--- config.mk ---
export PLATFORM = sky130hd
export DESIGN_NAME = flash_host_ctrl
export DESIGN_NICKNAME = d
export VERILOG_FILES = /design/src/flash_host_pkg.sv /design/src/flash_host_ctrl.sv
export SDC_FILE = /design/constraint.sdc
export NUM_CORES = 1
export LEC_CHECK = 0
export BUFFER_PORTS_ARGS = -buffer_cell sky130_fd_sc_hd__buf_2
export CAP_MARGIN = 0
export CORE_ASPECT_RATIO = 2
export CORE_MARGIN = 8
export CORE_UTILIZATION = 34
export DETAILED_ROUTE_END_ITERATION = 6
export MAX_ROUTING_LAYER = met4
export PLACE_DENSITY = 0.52
export SYNTH_ARGS = -nofsm -noshare
export SYNTH_HDL_FRONTEND = slang
export SYNTH_SLANG_ARGS = --single-unit
export TNS_END_PERCENT = 20
--- constraint.sdc ---
create_clock -name ref_clk -period 4.6 [get_ports ref_clk]
set_input_delay 0.92 -clock ref_clk [delete_from_list [all_inputs] [get_ports ref_clk]]
set_output_delay 0.92 -clock ref_clk [all_outputs]
set_load 0.1 [all_outputs]
--- src/flash_host_pkg.sv ---
// constants for the dual-die parallel flash host controller
package flash_host_pkg;
  localparam int addr_w = 22;
  localparam int data_w = 16;
  localparam int sector_bit = 15;
  localparam logic [addr_w-1:0] unlock_addr_a = 22'h000555;
  localparam logic [addr_w-1:0] unlock_addr_b = 22'h0002aa;
  localparam logic [data_w-1:0] unlock_data_a = 16'h00aa;
  localparam logic [data_w-1:0] unlock_data_b = 16'h0055;
  localparam logic [data_w-1:0] cmd_program = 16'h00a0;
  localparam logic [data_w-1:0] cmd_erase_setup = 16'h0080;
  localparam logic [data_w-1:0] cmd_chip_erase = 16'h0010;
  localparam logic [data_w-1:0] cmd_sector_erase = 16'h0030;
  localparam logic [data_w-1:0] cmd_bypass_enter = 16'h0020;
  localparam logic [data_w-1:0] cmd_bypass_exit_a = 16'h0090;
  localparam logic [data_w-1:0] cmd_bypass_exit_b = 16'h0000;
  localparam logic [data_w-1:0] cmd_suspend = 16'h00b0;
  localparam logic [data_w-1:0] cmd_resume = 16'h0030;
  localparam logic [data_w-1:0] cmd_reset = 16'h00f0;
  localparam int data_poll_bit = 7;
  localparam int toggle_bit = 6;
  localparam int clk_period_ns = 100;
  localparam int write_pulse_ns = 200;
  localparam int write_pulse_cyc =
    (write_pulse_ns + clk_period_ns - 1) / clk_period_ns;
  localparam int read_access_ns = 200;
  localparam int read_access_cyc =
    (read_access_ns + clk_period_ns - 1) / clk_period_ns;
  localparam int reset_pulse_ns = 500;
  localparam int reset_pulse_cyc =
    (reset_pulse_ns + clk_period_ns - 1) / clk_period_ns;
  localparam logic [2:0] op_read = 3'h0;
  localparam logic [2:0] op_program = 3'h1;
  localparam logic [2:0] op_sector_erase = 3'h2;
  localparam logic [2:0] op_chip_erase = 3'h3;
  localparam logic [2:0] op_suspend = 3'h4;
  localparam logic [2:0] op_resume = 3'h5;
  localparam logic [2:0] op_bypass_enter = 3'h6;
  localparam logic [2:0] op_bypass_exit = 3'h7;
  typedef enum logic [2:0] {
    st_idle = 3'b000,
    st_setup = 3'b001,
    st_pulse = 3'b011,
    st_gap = 3'b010,
    st_poll = 3'b110,
    st_done = 3'b111,
    st_reset = 3'b101
  } state_e;
endpackage

--- src/flash_host_ctrl.sv ---
// host controller driving a dual-die parallel flash through its pins
`timescale 1ns/10ps
module flash_host_ctrl
  import flash_host_pkg::*;
(
  input wire logic ref_clk,
  input wire logic reset_n,
  input wire logic req_valid,
  input wire logic [2:0] req_op,
  input wire logic req_die,
  input wire logic [addr_w-1:0] req_addr,
  input wire logic [data_w-1:0] req_wdata,
  input wire logic req_accel,
  input wire logic req_hw_reset,
  output logic req_ready,
  output logic done_pulse,
  output logic fail_pulse,
  output logic [data_w-1:0] rdata,
  output logic bypass_active,
  output logic first_die_select_n,
  output logic second_die_select_n,
  output logic write_enable_n,
  output logic output_enable_n,
  output logic flash_reset_n,
  output logic program_accelerate,
  output logic [addr_w-1:0] flash_addr,
  output logic [data_w-1:0] word_data_bus_out,
  output logic word_data_bus_oe,
  input wire logic [data_w-1:0] word_data_bus_in,
  input wire logic ready_busy_n
);
  logic rst_meta_r;
  logic rst_sync_r;
  state_e state_r;
  logic [2:0] op_r;
  logic die_r;
  logic [addr_w-1:0] addr_r;
  logic [data_w-1:0] wdata_r;
  logic [2:0] step_r;
  logic [2:0] nsteps_r;
  logic [3:0] cnt_r;
  logic poll_rd_r;
  logic have_prev_r;
  logic [data_w-1:0] prev_r;
  logic bypass_r;

  always_ff @(posedge ref_clk or negedge reset_n)
  begin
    if (!reset_n)
    begin
      rst_meta_r <= 1'b0;
      rst_sync_r <= 1'b0;
    end
    else
    begin
      rst_meta_r <= 1'b1;
      rst_sync_r <= rst_meta_r;
    end
  end

  // number of bus writes in each command sequence
  function automatic logic [2:0] seq_len(input logic [2:0] op, input logic byp);
    case (op)
      op_program: seq_len = byp ? 3'h2 : 3'h4;
      op_sector_erase: seq_len = 3'h6;
      op_chip_erase: seq_len = 3'h6;
      op_bypass_enter: seq_len = 3'h3;
      op_bypass_exit: seq_len = 3'h2;
      op_suspend: seq_len = 3'h1;
      op_resume: seq_len = 3'h1;
      default: seq_len = 3'h1;
    endcase
  endfunction

  // address and data of write number step
  function automatic logic [addr_w+data_w-1:0] seq_word(input logic [2:0] op,
    input logic [2:0] step, input logic byp, input logic [addr_w-1:0] a,
    input logic [data_w-1:0] d);
    logic [addr_w-1:0] sa;
    sa = {a[addr_w-1:sector_bit], {sector_bit{1'b0}}};
    seq_word = {unlock_addr_a, cmd_reset};
    case (op)
      op_program:
        if (byp)
          seq_word = (step == 3'h0) ? {unlock_addr_a, cmd_program} : {a, d};
        else
          case (step)
            3'h0: seq_word = {unlock_addr_a, unlock_data_a};
            3'h1: seq_word = {unlock_addr_b, unlock_data_b};
            3'h2: seq_word = {unlock_addr_a, cmd_program};
            default: seq_word = {a, d};
          endcase
      op_sector_erase, op_chip_erase:
        case (step)
          3'h0, 3'h3: seq_word = {unlock_addr_a, unlock_data_a};
          3'h1, 3'h4: seq_word = {unlock_addr_b, unlock_data_b};
          3'h2: seq_word = {unlock_addr_a, cmd_erase_setup};
          default: seq_word = (op == op_chip_erase) ? {unlock_addr_a, cmd_chip_erase}
                                                   : {sa, cmd_sector_erase};
        endcase
      op_bypass_enter:
        case (step)
          3'h0: seq_word = {unlock_addr_a, unlock_data_a};
          3'h1: seq_word = {unlock_addr_b, unlock_data_b};
          default: seq_word = {unlock_addr_a, cmd_bypass_enter};
        endcase
      op_bypass_exit:
        seq_word = (step == 3'h0) ? {unlock_addr_a, cmd_bypass_exit_a}
                                  : {unlock_addr_a, cmd_bypass_exit_b};
      op_suspend: seq_word = {a, cmd_suspend};
      op_resume: seq_word = {a, cmd_resume};
      default: seq_word = {unlock_addr_a, cmd_reset};
    endcase
  endfunction

  logic [addr_w+data_w-1:0] cur_word;
  logic polls;
  // accelerate level shortens program to the bypass form as well
  assign cur_word = seq_word(op_r, step_r, bypass_r || program_accelerate,
                             addr_r, wdata_r);
  assign polls = (op_r == op_program) || (op_r == op_sector_erase) ||
                 (op_r == op_chip_erase);
  assign req_ready = (state_r == st_idle);
  assign bypass_active = bypass_r;

  // sequencer
  always_ff @(posedge ref_clk or negedge rst_sync_r)
  begin
    if (!rst_sync_r)
    begin
      state_r <= st_reset;
      op_r <= op_read;
      die_r <= 1'b0;
      addr_r <= '0;
      wdata_r <= '0;
      step_r <= 3'h0;
      nsteps_r <= 3'h1;
      cnt_r <= 4'h0;
      poll_rd_r <= 1'b0;
      have_prev_r <= 1'b0;
      prev_r <= '0;
      rdata <= '0;
      done_pulse <= 1'b0;
      fail_pulse <= 1'b0;
    end
    else
    begin
      done_pulse <= 1'b0;
      fail_pulse <= 1'b0;
      case (state_r)
        st_idle:
          if (req_hw_reset)
          begin
            state_r <= st_reset;
            cnt_r <= 4'h0;
          end
          else if (req_valid)
          begin
            op_r <= req_op;
            die_r <= req_die;
            addr_r <= req_addr;
            wdata_r <= req_wdata;
            step_r <= 3'h0;
            nsteps_r <= seq_len(req_op, bypass_r || req_accel);
            cnt_r <= 4'h0;
            state_r <= st_setup;
          end
        st_setup:
          state_r <= (op_r == op_read) ? st_poll : st_pulse;
        st_pulse:
          if (cnt_r == 4'(write_pulse_cyc - 1))
          begin
            cnt_r <= 4'h0;
            state_r <= st_gap;
          end
          else
            cnt_r <= cnt_r + 4'h1;
        st_gap:
          if (step_r == nsteps_r - 3'h1)
          begin
            state_r <= polls ? st_poll : st_done;
            have_prev_r <= 1'b0;
            poll_rd_r <= 1'b0;
            cnt_r <= 4'h0;
          end
          else
          begin
            step_r <= step_r + 3'h1;
            state_r <= st_pulse;
          end
        st_poll:
          if (cnt_r == 4'(read_access_cyc))
          begin
            cnt_r <= 4'h0;
            rdata <= word_data_bus_in;
            if (op_r == op_read)
              state_r <= st_done;
            else if (have_prev_r &&
                     (prev_r[toggle_bit] == word_data_bus_in[toggle_bit]) &&
                     ready_busy_n)
              state_r <= st_done;
            prev_r <= word_data_bus_in;
            have_prev_r <= 1'b1;
            poll_rd_r <= 1'b1;
          end
          else
            cnt_r <= cnt_r + 4'h1;
        st_done:
        begin
          // last polled word must carry the written polling bit
          fail_pulse <= (op_r == op_program) &&
                        (rdata[data_poll_bit] != wdata_r[data_poll_bit]);
          done_pulse <= 1'b1;
          state_r <= st_idle;
        end
        st_reset:
          if (cnt_r == 4'(reset_pulse_cyc - 1))
          begin
            cnt_r <= 4'h0;
            state_r <= st_idle;
          end
          else
            cnt_r <= cnt_r + 4'h1;
        default: state_r <= st_idle;
      endcase
    end
  end

  // bypass mode tracking
  always_ff @(posedge ref_clk or negedge rst_sync_r)
  begin
    if (!rst_sync_r)
      bypass_r <= 1'b0;
    else if (state_r == st_reset)
      bypass_r <= 1'b0;
    else if (state_r == st_done && op_r == op_bypass_enter)
      bypass_r <= 1'b1;
    else if (state_r == st_done && op_r == op_bypass_exit)
      bypass_r <= 1'b0;
  end

  // pin drivers
  always_ff @(posedge ref_clk or negedge rst_sync_r)
  begin
    if (!rst_sync_r)
    begin
      first_die_select_n <= 1'b1;
      second_die_select_n <= 1'b1;
      write_enable_n <= 1'b1;
      output_enable_n <= 1'b1;
      flash_reset_n <= 1'b0;
      program_accelerate <= 1'b0;
      flash_addr <= '0;
      word_data_bus_out <= '0;
      word_data_bus_oe <= 1'b0;
    end
    else
    begin
      flash_reset_n <= (state_r != st_reset);
      if (state_r == st_idle && req_valid)
        program_accelerate <= req_accel;
      first_die_select_n <= !((state_r == st_pulse || state_r == st_poll) && !die_r);
      second_die_select_n <= !((state_r == st_pulse || state_r == st_poll) && die_r);
      write_enable_n <= !(state_r == st_pulse);
      // read strobe rises between polls so the toggle bit can move
      output_enable_n <= !(state_r == st_poll && cnt_r != 4'h0);
      word_data_bus_oe <= (state_r == st_pulse || state_r == st_gap);
      if (state_r == st_pulse || state_r == st_gap || state_r == st_setup)
      begin
        flash_addr <= cur_word[addr_w+data_w-1:data_w];
        word_data_bus_out <= cur_word[data_w-1:0];
      end
      else if (state_r == st_poll)
        flash_addr <= addr_r;
    end
  end
endmodule

==> out/summary.txt <==
Final clock skew: 0.0131 ns
Multi-input gate area: 2390 um^2
Synth top area share: 0.509
Die W: 107 um
Fillers: 1603
Setup slack, reg-to-reg: 1.72 ns
Share of synthesized cell area in full adder, half adder and majority cells: 0.0239
Cell mode on critical path: sky130_fd_sc_hd__nor2_1
Xor and xnor area share after synthesis: 0.0102
Area growth from synthesis to layout: 25.5%
Area of the core region: 16300 um^2
Min-delay worst type: in -> async
Outcome: finished, final reports clean
Via count of the first global-routing pass: 5129
I/O Buffers: 128
Clock tree from TritonCTS: done
Largest net degree at the start of global routing: 89
Number of iterations in the first detailed-routing pass: 4
FF+latch count, synth: 122
Cell at the root of the clock tree: sky130_fd_sc_hd__clkbuf_16
Critical path cell sequence: nor2_1 -> nor2_1 -> o21ai_1 -> nor2_1 -> o21ai_0
Worst rel slew slack: 0.260
Buffer levels on the longest clock path: 2
Die area: 21300 um^2
Timing-limited maximum frequency: 347 MHz
Clock transition at the registers of the reported paths: 0.06 ns
Post-synth top area cell: sky130_fd_sc_hd__dfrtp_1
Number of enable-type register cells in the synthesized netlist: 0
Transition at the pin with the smallest max-transition slack: 1.11 ns
Required time of the critical path: 4.87 ns
Number of hold buffers added after CTS: 0
I/O pin cnt: 129
Number of max-slew violations in the final report: 0
Placement row count: 66
Vias: 4715
Setup-violating endpoint count in the final report: 0
Synthesized-area fraction occupied by ao, oa, aoi and oai cells: 0.141
CP Class: reg -> reg
Fraction of layout cells with a size suffix above 1: 0.263
Detailed-route wire length per cell: 17.5 um
Drc violations: 0
Global-route usage over all layers: 0.164
First-pass GRT wire length: 26500 um
Period minus WS final: 2.88 ns
Worst path max stage delay: 0.77 ns
Unrepaired setup endpoints after global routing: false
Cell with the most instances after synthesis: sky130_fd_sc_hd__nand2_1
Clock Latency Late Sink: 0.41 ns
Arrival time of data at the critical path endpoint: 3.15 ns
Initial antenna violation count: 0
Global placer's final weighted congestion: 0.889
Dominant combinational cell family by area after synthesis: simple AND/OR/NAND/NOR gates
Sequential fraction of the synthesis area: 0.542
DRT Wirelength: 16300 um
Capturing element type of the critical path: register
Average cell area after synthesis: 9.52 um^2
Most numerous cell types in the synthesized netlist: sky130_fd_sc_hd__nand2_1, sky130_fd_sc_hd__dfrtp_1, sky130_fd_sc_hd__nor2_1
Sequential cell area: 3070 um^2
Synth area leaders: sky130_fd_sc_hd__dfrtp_1, sky130_fd_sc_hd__nand2_1, sky130_fd_sc_hd__dfstp_2
Maximum fanout count along the critical path: 19
Simple-Gate Fraction of Synth Area: 0.207
ANT cells: 0
Setup crit start kind: register
Post-Synthesis Cells: 594
Via density per instance: 5.05
Layout Nets: 790
Mapped Area: 5650 um^2
Predominant post-synthesis flop cell: sky130_fd_sc_hd__dfrtp_1
Max-Cap Viols: 0
Overall overflow remaining after global route: 0
Nets in the synthesized netlist: 668
Violation count after the first detailed-routing iteration: 210
Depth of the CTS H-tree: 4
Number of buffers created by CTS: 17
HPWL reported at the end of detailed placement: 11900 um
Setup total negative slack: 0 ns
Starting density of the core: 0.347
Multiplexer share of the synthesized area: 0.0392
Final hold violation count: 0
Vertical extent of the die: 198 um
Number of warnings issued by yosys: 0
Fraction of the cycle the final worst path needs: 0.626
Category of cells accounting for the largest share of critical-path delay: simple AND/OR/NAND/NOR gates
Count of instances resized after the clock tree is built: 0
Total setup buffers inserted after CTS: 0
Clock sinks: 122
CP max stage cell: sky130_fd_sc_hd__nor2_1
Detail Route Antenna Nets: 0
Distinct cells, synth: 58
Number of buffer and inverter stages on the critical path: 0
Proportion of register bits with asynchronous set or reset after synthesis: 1.00
registers in the layout, summed over array words and instances, names as in the netlist, 3 cells and up:
signal / cells
addr_r: 22
flash_addr: 22
prev_r: 16
wdata_r: 16
word_data_bus_out: 16
cnt_r: 4
nsteps_r: 3
op_r: 3
state_r: 3
step_r: 3
per-stage QoR:
stage          setup slack, ns  area [um^2]  utilization  hold WS, ns  std cells
2_1_floorplan            0.962         5650            -        0.331        594
3_3_place_gp              1.89         6460        0.397        0.339        901
3_5_place_dp              1.77         6460        0.397        0.348        901
4_1_cts                   1.75         7100        0.436        0.274        933
5_1_grt                   1.40         7100        0.436        0.270        933
6_report                  1.72         7100        0.436        0.287        933
cells in the final DEF, fill, tap and decap left out, drive strengths merged, types with 6 or more instances in the layout:
master	n
nand2	165
buf	132
dfrtp	115
nor2	45
o21ai	37
inv	23
clkbuf	18
mux2	17
a21oi	16
nand3	12
nor3	11
a22o	10
ha	10
o211ai	7
o31ai	7
dfstp	7
or2	7
nor2b	6
nand3b	6
or4	6
o311ai	6
worst register-to-register path, delay by kind of cell (launching register included):
kind	cells	cell delay (ns)
DFF	1	0.69
AOI/OAI and AO/OA	2	0.78
and+or+nand+nor	3	1.28
path summary, 6_finish.rpt:
kind	start	end	cells after the start
max in group asynchronous	rst_sync_r$_DFF_PN0_	nsteps_r[0]$_DFFE_PN1P_	1
min in group ref_clk	rst_meta_r$_DFF_PN0_	rst_sync_r$_DFF_PN0_	0
hold / removal	reset_n	rst_sync_r$_DFF_PN0_	1
setup / recovery	state_r[1]$_DFFE_PN0P_	flash_addr[11]$_DFFE_PN0P_	5
hold reg to reg	rst_meta_r$_DFF_PN0_	rst_sync_r$_DFF_PN0_	0
setup reg to reg	state_r[1]$_DFFE_PN0P_	flash_addr[11]$_DFFE_PN0P_	5
cell type report:
type | count | area share
inverters | 21 | 0.0111
clock buffers | 18 | 0.0619
clock inverters | 14 | 0.0275
well taps | 204 | 0.0360
multi-input cells | 422 | 0.337
repair buffers | 132 | 0.0945
flip-flops and latches | 122 | 0.432
kinds of logic after synthesis:
family          Yosys count
simple gates            269
flops                   122
compound gates          116
buf+inv                  50
mux                      20
fa+ha+maj                11
xor+xnor                  5
other cells               1
routing by layer:
| metal | vias up | track usage | share of wire | wire, um |
|---|---|---|---|---|
| li1 | 2281 | - | - | - |
| met1 | 2249 | 0.170 | 0.39 | 6310 |
| met2 | 150 | 0.278 | 0.53 | 8590 |
| met3 | 35 | 0.0407 | 0.054 | 877 |
| met4 | 0 | 0.0861 | 0.032 | 523 |
| met5 | - | - | 0 | 0 |
Power is left out: the tool's default activity adds up to more than one toggle a clock period on the data nets, which glitch-free logic cannot reach.
